## config.mk

```make
export PLATFORM = sky130hd
export DESIGN_NAME = rsa_seq_core
export DESIGN_NICKNAME = d
export VERILOG_FILES = /design/src/rsa_pkg.sv /design/src/rsa_rail_slot.sv /design/src/rsa_seq_core.sv
export SDC_FILE = /design/constraint.sdc
export NUM_CORES = 1
export LEC_CHECK = 0
export BUFFER_PORTS_ARGS = -buffer_cell sky130_fd_sc_hd__buf_2
export CAP_MARGIN = 20
export CORE_ASPECT_RATIO = 1.25
export CORE_MARGIN = 2
export CORE_UTILIZATION = 55
export CTS_CLUSTER_DIAMETER = 100
export DETAILED_ROUTE_END_ITERATION = 10
export GPL_TIMING_DRIVEN = 1
export PLACE_DENSITY = 0.75
export REMOVE_ABC_BUFFERS = 1
export SLEW_MARGIN = 25
export SYNTH_ARGS = -nofsm -noshare
export SYNTH_HDL_FRONTEND = slang
export SYNTH_SLANG_ARGS = --single-unit
```

## constraint.sdc

```tcl
create_clock -name CORE_CLK_IN -period 9.6 [get_ports CORE_CLK_IN]
set_input_delay 0.96 -clock CORE_CLK_IN [delete_from_list [all_inputs] [get_ports CORE_CLK_IN]]
set_output_delay 0.96 -clock CORE_CLK_IN [all_outputs]
set_load 0.02 [all_outputs]
```

## src/rsa_pkg.sv

```systemverilog
/*
 * Constants for the rail strobe slot assignment block: register
 * subaddresses, field positions, reset values and sequencer timing.
 * Assumes a 20 MHz core clock.
 */
package rsa_pkg;

   // ==========================================================
   // Register subaddresses
   localparam logic [7:0] ADDR_GAP_LO    = 8'h20;
   localparam logic [7:0] ADDR_GAP_HI    = 8'h21;
   localparam logic [7:0] ADDR_SLOT_A    = 8'h23;
   localparam logic [7:0] ADDR_SLOT_B    = 8'h24;

   // ==========================================================
   // Reset values and masks
   localparam logic [7:0] RST_GAP_LO     = 8'h00;
   localparam logic [7:0] RST_GAP_HI     = 8'h00;
   localparam logic [7:0] RST_SLOT_A     = 8'h75;
   localparam logic [7:0] RST_SLOT_B     = 8'h12;
   localparam logic [7:0] MASK_GAP_HI    = 8'h81;
   localparam logic [7:0] MASK_SLOT_B    = 8'h33;

   // ==========================================================
   // Field positions
   localparam int CONV4_SLOT_LSB         = 4;
   localparam int CONV3_SLOT_LSB         = 0;
   localparam int DOWN_FCTR_BIT          = 7;
   localparam int GAP9_BIT               = 0;

   // ==========================================================
   // Slot code map and strobe range
   localparam logic [3:0] SLOT_FIRST     = 4'h3;
   localparam logic [3:0] SLOT_LAST      = 4'hA;
   localparam logic [3:0] STROBE_FIRST   = 4'h1;
   localparam logic [3:0] STROBE_LAST    = 4'hA;
   localparam logic [3:0] GAP_COUNT      = 4'h9;

   // ==========================================================
   // Timing
   localparam int CLK_KHZ                = 20000;
   localparam int GAP_SHORT_US           = 2000;
   localparam int GAP_LONG_US            = 5000;
   localparam int GAP_SHORT_CYC          = GAP_SHORT_US * CLK_KHZ / 1000;
   localparam int GAP_LONG_CYC           = GAP_LONG_US * CLK_KHZ / 1000;
   localparam logic [23:0] DOWN_FACTOR   = 24'h00000A;

   typedef enum logic [2:0] {
      SEQ_IDLE = 3'b001,
      SEQ_UP   = 3'b010,
      SEQ_DOWN = 3'b100
   } rsa_state_t;

endpackage : rsa_pkg

```

## src/rsa_rail_slot.sv

```systemverilog
/*
 * One rail's slot decoder: turns the rail on or off at its strobe.
 * Assumes strobe pulses and number come from the sequencer on the
 * same clock.
 */
`timescale 1ns/1ps
module rsa_rail_slot
   import rsa_pkg::*;
(
   // Clock and reset
   input  wire logic       clk_in,
   input  wire logic       rst_in,
   input  wire logic       ce_in,
   // Slot and sequencer
   input  wire logic [3:0] slot_in,
   input  wire logic       strobe_in,
   input  wire logic [3:0] strobe_num_in,
   input  wire logic       going_up_in,
   // Direct enable
   input  wire logic       direct_en_in,
   // Rail enable
   output logic            rail_en_out
);

   logic seq_on_q;
   logic seq_on_d;
   logic rail_en_d;
   wire  in_seq = (slot_in >= SLOT_FIRST) && (slot_in <= SLOT_LAST);
   wire  hit    = in_seq && strobe_in && (strobe_num_in == slot_in);

   // Excluded rail drops any sequencer state it held
   assign seq_on_d  = !in_seq ? 1'b0 : (hit ? going_up_in : seq_on_q);
   // Excluded rail follows only its direct enable
   assign rail_en_d = in_seq ? (seq_on_d | direct_en_in)
                             : direct_en_in;

   always_ff @(posedge clk_in) begin
      if (rst_in) begin
         seq_on_q    <= 1'b0;
         rail_en_out <= 1'b0;
      end else if (ce_in) begin
         seq_on_q    <= seq_on_d;
         rail_en_out <= rail_en_d;
      end
   end

endmodule : rsa_rail_slot

```

## src/rsa_seq_core.sv

```systemverilog
/*
 * Strobe sequencer with gap delays and slot registers for the third
 * and the buck-boost converter rails.
 * Assumes the password unlock level, the start requests and the
 * direct enables come from device logic on the same clock.
 */
`timescale 1ns/1ps
// Contract
// - A slot code 3h..Ah enables the rail at the strobe of that number.
// - Codes 0h..2h and Bh..Fh leave the rail outside strobe control.
// - The buck-boost rail slot is bits 7:4 of slot register A, reset 7h.
// - The third rail slot is bits 3:0 of slot register A, reset 5h.
// - Slot register B sits at 0x24, resets to 0x12, writes need unlock.
// - Slot register A sits at 0x23, resets to 0x75, writes need unlock.
// - Each strobe gap waits 2 ms or 5 ms as its own gap bit selects, ten times as long going down when the down factor bit is set.
module rsa_seq_core
   import rsa_pkg::*;
#(
   parameter int unsigned GAP_SHORT = GAP_SHORT_CYC,
   parameter int unsigned GAP_LONG  = GAP_LONG_CYC
)(
   // Clock, reset, enable
   input  wire logic       CORE_CLK_IN,
   input  wire logic       RESET_IN,
   input  wire logic       CLK_EN_IN,
   // Register access
   input  wire logic [7:0] REG_ADDR_IN,
   input  wire logic [7:0] REG_WDATA_IN,
   input  wire logic       REG_WR_IN,
   input  wire logic       REG_UNLOCK_IN,
   output logic      [7:0] REG_RDATA_OUT,
   // Sequencer control
   input  wire logic       SEQ_UP_IN,
   input  wire logic       SEQ_DOWN_IN,
   output logic            SEQ_BUSY_OUT,
   output logic            STROBE_OUT,
   output logic      [3:0] STROBE_NUM_OUT,
   // Rails: bit 0 third rail, bit 1 buck-boost rail
   input  wire logic [1:0] RAIL_DIRECT_EN_IN,
   output logic      [1:0] RAIL_EN_OUT
);

   // ==========================================================
   // Registers
   logic [7:0]  gap_lo_q;
   logic [7:0]  gap_hi_q;
   logic [7:0]  rail_slot_cfg_a_q;
   logic [7:0]  rail_slot_cfg_b_q;
   logic [7:0]  rdata_d;

   wire wr_ok   = CLK_EN_IN && REG_WR_IN && REG_UNLOCK_IN;
   wire wr_lo   = wr_ok && (REG_ADDR_IN == ADDR_GAP_LO);
   wire wr_hi   = wr_ok && (REG_ADDR_IN == ADDR_GAP_HI);
   wire wr_a    = wr_ok && (REG_ADDR_IN == ADDR_SLOT_A);
   wire wr_b    = wr_ok && (REG_ADDR_IN == ADDR_SLOT_B);

   always_comb begin
      unique case (REG_ADDR_IN)
         ADDR_GAP_LO: rdata_d = gap_lo_q;
         ADDR_GAP_HI: rdata_d = gap_hi_q;
         ADDR_SLOT_A: rdata_d = rail_slot_cfg_a_q;
         ADDR_SLOT_B: rdata_d = rail_slot_cfg_b_q;
         default:     rdata_d = 8'h00;
      endcase
   end

   always_ff @(posedge CORE_CLK_IN) begin
      if (RESET_IN) begin
         gap_lo_q          <= RST_GAP_LO;
         gap_hi_q          <= RST_GAP_HI;
         rail_slot_cfg_a_q <= RST_SLOT_A;
         rail_slot_cfg_b_q <= RST_SLOT_B;
         REG_RDATA_OUT     <= 8'h00;
      end else if (CLK_EN_IN) begin
         if (wr_lo) gap_lo_q <= REG_WDATA_IN;
         if (wr_hi) gap_hi_q <= REG_WDATA_IN & MASK_GAP_HI;
         if (wr_a) rail_slot_cfg_a_q <= REG_WDATA_IN;
         if (wr_b) rail_slot_cfg_b_q <= REG_WDATA_IN & MASK_SLOT_B;
         REG_RDATA_OUT <= rdata_d;
      end
   end

   // ==========================================================
   // Strobe sequencer
   rsa_state_t  state_q;
   rsa_state_t  state_d;
   logic [3:0]  num_q;
   logic [23:0] cnt_q;

   wire [8:0] gap_bits = {gap_hi_q[GAP9_BIT], gap_lo_q};
   wire       idle     = (state_q == SEQ_IDLE);
   wire       go_up    = idle ? SEQ_UP_IN : (state_q == SEQ_UP);
   wire       start    = idle && (SEQ_UP_IN || SEQ_DOWN_IN);
   wire       step     = !idle && (cnt_q == 24'h000000);
   wire       issue    = start || step;
   wire [3:0] num_n    = start ? (go_up ? STROBE_FIRST : STROBE_LAST)
                       : (go_up ? num_q + 4'h1 : num_q - 4'h1);
   wire       last_n   = go_up ? (num_n == STROBE_LAST)
                               : (num_n == STROBE_FIRST);
   // Gap that follows the strobe being issued
   wire [3:0] gap_idx  = go_up ? num_n - 4'h1 : num_n - 4'h2;
   wire       gap_long = (gap_idx < GAP_COUNT) && gap_bits[gap_idx];
   wire [23:0] base    = gap_long ? GAP_LONG[23:0] : GAP_SHORT[23:0];
   wire [23:0] prod    = 24'(base * DOWN_FACTOR);
   wire [23:0] gap_cyc = (!go_up && gap_hi_q[DOWN_FCTR_BIT]) ? prod : base;

   always_comb begin
      state_d = state_q;
      if (issue) begin
         if (last_n) state_d = SEQ_IDLE;
         else if (go_up) state_d = SEQ_UP;
         else state_d = SEQ_DOWN;
      end
   end

   always_ff @(posedge CORE_CLK_IN) begin
      if (RESET_IN) begin
         state_q    <= SEQ_IDLE;
         num_q      <= 4'h0;
         cnt_q      <= 24'h000000;
         STROBE_OUT <= 1'b0;
      end else if (CLK_EN_IN) begin
         state_q    <= state_d;
         STROBE_OUT <= issue;
         if (issue) begin
            num_q <= num_n;
            cnt_q <= gap_cyc - 24'h000001;
         end else if (!idle) begin
            cnt_q <= cnt_q - 24'h000001;
         end
      end
   end

   assign STROBE_NUM_OUT = num_q;
   assign SEQ_BUSY_OUT   = !idle;

   // Direction of the strobe on the output
   logic dir_up_q;
   always_ff @(posedge CORE_CLK_IN) begin
      if (RESET_IN) dir_up_q <= 1'b1;
      else if (CLK_EN_IN && issue) dir_up_q <= go_up;
   end

   // ==========================================================
   // Rail decoders
   wire [7:0] slots = rail_slot_cfg_a_q;

   for (genvar i = 0; i < 2; i++) begin : g_rail
      rsa_rail_slot u_rail (
         .clk_in        (CORE_CLK_IN),
         .rst_in        (RESET_IN),
         .ce_in         (CLK_EN_IN),
         .slot_in       (slots[4*i +: 4]),
         .strobe_in     (STROBE_OUT),
         .strobe_num_in (num_q),
         .going_up_in   (dir_up_q),
         .direct_en_in  (RAIL_DIRECT_EN_IN[i]),
         .rail_en_out   (RAIL_EN_OUT[i])
      );
   end

endmodule : rsa_seq_core

```

==> results of run 1 <==
==> critical path, delay by kind of cell <==
family          cells  cell delay (ns)
fa+ha+maj           3             0.85
compound gates      7             1.64
buf+inv             2             0.20
mux                 1             0.22
xor+xnor            1             0.19
simple gates        5             0.98
==> synth_stat cells (all sizes together), types with 2 or more instances <==
cell	count	area [sq um]
or4	3	22.52
a31o	2	17.52
dfxtp	67	1341
a221oi	4	41.29
nand3	16	80.08
xnor2	12	105.1
nor2b	2	12.51
inv	17	63.81
nor3	31	160.1
nor2	65	249.0
a222oi	3	30.03
clkbuf	21	78.83
ha	13	162.7
nand4	4	25.02
a211oi	8	65.06
or3	6	37.54
nor4	8	65.06
or3b	2	17.52
a21oi	41	205.2
o21ai	25	136.4
xor2	12	105.1
nand2	42	160.2
mux2	2	22.52
o211ai	5	37.54
mux2i	19	190.2
nand2b	5	31.28
a22oi	8	60.06
buf	8	58.80
a31oi	6	52.55
==> cells in the final DEF (no fill, tap or decap), types with 3 or more instances in the layout <==
cell,n
nand3_1,16
xnor2_1,12
inv_1,17
clkbuf_8,9
or4_1,3
inv_6,3
nor3_1,30
o21ai_0,24
buf_2,40
or3_1,6
a211oi_1,7
a22oi_1,8
nor4_1,7
a221oi_1,3
dfxtp_1,67
nand2_1,41
a222oi_1,3
ha_1,13
nand4_1,4
a31oi_1,5
o211ai_1,5
mux2i_1,19
a21oi_1,41
xor2_1,12
nor2_1,63
nand2b_1,5
==> routing by layer <==
| layer | GRT usage [%] | part of all wire [%] |
|---|---|---|
| met3 | 5.669 | 4.6 |
| met1 | 32.45 | 42 |
| met2 | 44.12 | 49 |
| met4 | 15.11 | 4.3 |
| met5 | 0 | 0 |
==> final timing paths <==
check	to	slack, ns	depth (start not counted)
max reg2reg	cnt_q[7]	5.03	18
min	g_rail[0].u_rail.seq_on_q	0.49	2
max	cnt_q[7]	4.79	19
min reg2reg	g_rail[0].u_rail.seq_on_q	0.49	2
==> area by class of cell <==
type | instances | area, sq um | share of cell area (%)
multi-input combinational | 365 | 2288 | 54.48
timing repair buffer | 42 | 215.2 | 5.124
tap | 90 | 112.6 | 2.681
sequential | 67 | 1341 | 31.93
inverter | 18 | 67.56 | 1.609
clock buffer | 9 | 123.9 | 2.949
clock inverter | 7 | 51.30 | 1.221
==> kinds of logic after synthesis <==
kind of cell             share of synthesized area [%]
multiplexers                                     6.134
AO/OA/AOI/OAI                                    19.09
AND/OR/NAND/NOR                                  24.47
flip-flops                                       34.98
adder cells (fa/ha/maj)                          4.503
XOR/XNOR                                         5.481
buffers and inverters                            5.351
==> sequential cells by signal, summed over array words and instances (netlist names) <==
signal,flops
STROBE_NUM_OUT,4
g_rail.u_rail.rail_en_out,2
REG_RDATA_OUT,8
state_q,3
g_rail.u_rail.seq_on_q,2
rail_slot_cfg_a_q,8
cnt_q,24
dir_up_q,1
rail_slot_cfg_b_q,4
gap_hi_q,2
gap_lo_q,8
STROBE_OUT,1
==> power breakdown <==
part           switching (mW)  internal [mW]  total, mW
clock                   0.121         0.0954      0.217
combinational           0.173          0.104      0.277
sequential             0.0272          0.299      0.326
==> results.ini, run 1 <==
[global_route]
grt_max_degree = 60
grt_pass1_wl_um = 16330
antenna_found_initial = 0
grt_usage_pct = 26.96
grt_pass1_vias = 3498
grt-ovfl-total = 0

[synth]
synth-edff-count = 0
synthCells = 479
syn_area_sq_um = 3835
synth_seq_cells = 67
syn_area_per_cell_sq_um = 8.006
async_flop_share_pct = 0
yosysSeqAreaShare_pct = 34.98
synth-main-ff-cell = dfxtp_1
yosys_warnings = 0
synth_cell_type_count = 63

[critical_path]
worst_ep_arrival_time_ns = 5.03
critPathSlowestCell = o21ai_0
cp_common_cell = nor2_1
cp-start-kind = input port
cp_data_required_time_ns = 9.82
end_kind = flip-flop
worstSetupPathType = in2reg
crit_path_cell_trace = buf_2 > and3b_1 > nor2_1 > nor2_1 > xnor2_1 > ha_1 > o21ai_0 > ha_1 > o211ai_1 > o211a_1 > mux2i_1 > a221oi_1 > a31o_2 > nor2_1 > inv_1 > ha_1 > a21oi_1 > a2bb2oi_1 > nor2_1
crit_fanout = 7
cpPeakStageDelay_ns = 0.56
r2r-start = state_q[1]
crit_start = SEQ_UP_IN

[routing]
num_vias = 3610
first_iter_violations = 269
wire_per_inst_um = 16.32
drc_errors = 0
route.final.wire_length_um = 9762
routed_via_density = 6.037
drt_pre_antenna_iters = 5
ant_nets = 0

[place]
dpl-instance-area_sq_um = 4025
dp_cells = 582
place.gp.congestion = 0.8948
port_buffers = 40
dp_slack_ns = 4.424
place_hpwl_um = 7019

[cts]
htree_levels = 3
cts_made_buffers = 9
clock_sinks = 67
postCtsSetupBuffers = 0
cts_tree = yes
cts_buffer_depth = 2
cts_root_buf = clkbuf_8
clock_latency_ns = 0.36
cts_resized = 0
cts.clk_slew.worst_paths_ns = 0.08
cts_hold_buf = 0

[floorplan]
start_util_pct = 55.99
rows = 34
fp.coreArea_sq_um = 6849
die-height_um = 97.36
die-area_sq_um = 7661
io_pins = 41
die_x_um = 78.69

[power_and_ir_drop]
leakage_nw = 1.649
ir_drop_v = 0.0001191
power.density_nw_per_um2 = 195.1
power_mw = 0.8194

[timing]
setup-tns-final_ns = 0
relSlewSlack_pct = 33.51
finalHoldViolations = 0
fin_ws_ns = 4.787
whs_ns = 0.4853
setup_viol = 0
fmax_mhz = 207.8
maxSlewViolCount = 0
rsz0062_at_grt = no
min_period_over_period_pct = 50.13
tightest_slew_ns = 0.9898
finClkSkew_ns = 0.009972
period_needed_ns = 4.813

[hold_path]
worstHoldStart = g_rail[0].u_rail.seq_on_q
worstHoldPathType = reg2reg

[finish]
drive_gt1_share_pct = 14.57
n_fill_cell = 635
nNetsFinal = 541
final_core_util_pct = 61.33
final_area_sq_um = 4200
synthToLayoutAreaGrowth_pct = 9.527
stdcell_count = 598
antennaDiodeCount = 0

[outcome]
status = complete, no violations

[job]
maxCapViolCount = 0

(Power assumes the default switching activity.)
==> inputs of run 2 (changes only) <==
--- a/config.mk
+++ b/config.mk
@@ -5,6 +5,7 @@
 export SDC_FILE = /design/constraint.sdc
 export NUM_CORES = 1
 export LEC_CHECK = 0
+export ABC_AREA = 1
 export BUFFER_PORTS_ARGS = -buffer_cell sky130_fd_sc_hd__buf_2
 export CAP_MARGIN = 20
 export CORE_ASPECT_RATIO = 1.25
==> constraint.sdc (replaced) <==
create_clock -name CORE_CLK_IN -period 4.6 [get_ports CORE_CLK_IN]
set_input_delay 0.46 -clock CORE_CLK_IN [delete_from_list [all_inputs] [get_ports CORE_CLK_IN]]
set_output_delay 0.46 -clock CORE_CLK_IN [all_outputs]
set_load 0.02 [all_outputs]
==> results.ini, run 2 <==
[outcome]
status = complete, no violations

[timing]
fmax_mhz = 298.5
maxSlewViolCount = 0  ; unchanged
rsz0062_at_grt = no
period_needed_ns = 3.350
setup_viol = 0  ; unchanged
tightest_slew_ns = 1.012  ; +0.02188 ns
fin_ws_ns = 1.250  ; -3.537 ns
relSlewSlack_pct = 32.14  ; -1.4 points
finClkSkew_ns = 0.009788  ; -0.0001843 ns
min_period_over_period_pct = 72.82
setup-tns-final_ns = 0  ; unchanged
finalHoldViolations = 0  ; unchanged

[cts]
cts.clk_slew.worst_paths_ns = 0.08  ; about the same
cts_made_buffers = 9  ; unchanged
cts_tree = yes
cts_buffer_depth = 2  ; unchanged
htree_levels = 3  ; unchanged
clock_latency_ns = 0.35  ; about the same
clock_sinks = 67  ; unchanged
cts_hold_buf = 0  ; unchanged
cts_root_buf = clkbuf_8
postCtsSetupBuffers = 0  ; unchanged
cts_resized = 0  ; unchanged

[critical_path]
worstSetupPathType = reg2reg
cp-start-kind = flip-flop
crit_start = state_q[0]
crit_fanout = 11  ; +4
reg2reg_to = cnt_q[7]
endpoint = cnt_q[7]
end_kind = flip-flop
cp_data_required_time_ns = 4.88  ; -4.94 ns
r2r-start = state_q[0]
worst_ep_arrival_time_ns = 3.63  ; -1.40 ns
r2r_cells = 26  ; +8
rrSetupSlack_ns = 1.25  ; -3.78 ns

[synth]
async_flop_share_pct = 0  ; unchanged
yosysSeqAreaShare_pct = 34.39  ; -0.58 points
yosys_warnings = 0  ; unchanged
synth-edff-count = 0  ; unchanged
synth_seq_cells = 67  ; unchanged
yosysTopAreaCellShare_pct = 34.39  ; -0.58 points
synth.most_common_cell = nand2_1
syn_area_sq_um = 3900  ; +1.7%
synthCells = 575  ; +20%
yosys.area.top_type = dfxtp_1
syn_area_per_cell_sq_um = 6.783  ; -15%
synthTopCellsByArea = dfxtp_1, nand2_1, inv_1
synth_commonest_cells = nand2_1, inv_1, dfxtp_1
synth_cell_type_count = 39  ; -38%
synth-main-ff-cell = dfxtp_1

[finish]
layout_common_cells = nand2_1, inv_1, dfxtp_1
largest_reg_flops = 24  ; unchanged
drive_gt1_share_pct = 14.85  ; +0.28 points
n_fill_cell = 642  ; +1.1%
antennaDiodeCount = 0  ; unchanged
final_area_sq_um = 4367  ; +4.0%
max_flop_register = cnt_q
synthToLayoutAreaGrowth_pct = 11.97
final_core_util_pct = 62.97  ; +1.6 points
nNetsFinal = 646  ; +19%
final_common_cell = nand2_1

[global_route]
grtUsageMet3_pct = 5.638  ; -0.031 points
grt_pass1_vias = 3551  ; +1.5%
antenna_found_initial = 0  ; unchanged
grt_usage_pct = 26.79  ; -0.17 points
grt-ovfl-total = 0  ; unchanged
grt_pass1_wl_um = 16430  ; +0.63%
grt-busiest-layer = met2
grt_max_degree = 36  ; -40%
met1_usage_pct = 29.93  ; -2.5 points
met2_usage_pct = 48.24  ; +4.1 points

[routing]
num_vias = 3818  ; +5.8%
ant_nets = 0  ; unchanged
wire_per_inst_um = 14.01  ; -14%
first_iter_violations = 144  ; -46%
drc_errors = 0  ; unchanged
drt_pre_antenna_iters = 5  ; unchanged
routed_via_density = 5.431  ; -10%
route.final.wire_length_um = 9850  ; +0.90%

[power_and_ir_drop]
ir_drop_v = 0.0002549  ; +110%
leakage_nw = 2.029  ; +23%
power.density_nw_per_um2 = 477.7  ; +140%

[hold_path]
worstHoldStart = RAIL_DIRECT_EN_IN[1]
whs_path_depth = 3  ; +1
worstHoldPathType = in2reg

[place]
port_buffers = 40  ; unchanged
place.gp.congestion = 0.9276  ; +3.7%
dp_slack_ns = 1.098  ; -3.325 ns
dpl-instance-area_sq_um = 4126  ; +2.5%
place_hpwl_um = 7311  ; +4.2%

[floorplan]
die-area_sq_um = 7784  ; +1.6%
fp.coreArea_sq_um = 6934  ; +1.2%
die-height_um = 98.15  ; +0.81%
io_pins = 41  ; unchanged
rows = 34  ; unchanged
die_x_um = 79.32  ; +0.80%
start_util_pct = 56.24  ; +0.25 points

[job]
maxCapViolCount = 0  ; unchanged

==> run 2: cell count changes after synthesis, sizes merged, moves of 16 or more <==
cell / delta
nand3: +22
nand2: +69
mux2i: -19
a21oi: +16
o21ai: +28
inv: +78
==> run 2: cell type report <==
cell class              count  area [sq um]  area share [%]
flip-flops and latches     67          1341           30.72
clock inverters             6         112.6           2.579
repair buffers             40         200.2           4.585
well taps                  90         112.6           2.579
clock buffers              10         127.6           2.923
inverters                  95         356.6           8.166
multi-input cells         395          2116           48.45
==> run 2: worst min-delay path by stage <==
stage / end / slack [ns]
2_1_floorplan: rail_slot_cfg_b_q[0] / 0.43
3_3_place_gp: rail_slot_cfg_b_q[5] / 0.45
3_5_place_dp: rail_slot_cfg_b_q[5] / 0.45
4_1_cts: g_rail[1].u_rail.rail_en_out / 0.33
5_1_grt: g_rail[1].u_rail.rail_en_out / 0.35
6_report: g_rail[1].u_rail.rail_en_out / 0.35
==> run 2: kinds of logic (layout without fill, tap and decap cells) <==
logic type / count (synthesis) / in the layout / synth area share [%]
AO/OA/AOI/OAI: 134 / 134 / 19.44
XOR/XNOR: 11 / 11 / 2.470
adder cells (fa/ha/maj): 13 / 13 / 4.171
buffers and inverters: 113 / 151 / 11.36
flip-flops: 67 / 67 / 34.39
AND/OR/NAND/NOR: 237 / 237 / 28.17
==> run 2: through the flow <==
step                cells  hold WS (ns)  total power, mW
finish                703        0.3485            2.086
global route          703        0.3459            2.247
detailed placement    687        0.4504            1.489
global placement      687        0.4512            1.470
CTS                   703        0.3334            2.096
floorplan             557        0.4318            1.301
==> run 2: critical path: stages, from the launching register on <==
cell and delay [ns]:
dfxtp_1 0.40, inv_1 0.06, nand2_1 0.07, nand2_2 0.07, nand2_2 0.22, nand2_4 0.09, nand2_1 0.07, inv_1 0.04
ha_1 0.26, inv_1 0.04, nand2_1 0.06, nand2_1 0.12, ha_1 0.30, inv_1 0.05, o21ai_2 0.20, inv_1 0.08
nand3_1 0.08, nand2_1 0.05, nand3_1 0.07, nand2_1 0.06, nand2_2 0.07, nand2_2 0.08, inv_1 0.09, ha_1 0.15
o21ai_0 0.12, a31o_2 0.28, a21oi_1 0.12
==> run 2: power by group <==
| part | switching, mW | internal (mW) | leakage, nW |
|---|---|---|---|
| Clock | 0.239 | 0.362 | 0.121 |
| Combinational | 0.531 | 0.263 | 1.36 |
| Sequential | 0.0558 | 0.635 | 0.546 |
| Total | 0.826 | 1.26 | 2.03 |
==> run 2: metal layers <==
metal  wire length, um  part of all wire, %
met3               376                  3.8
met4               357                  3.6
met2              5133                   52
met5                 0                    0
met1              3983                   40
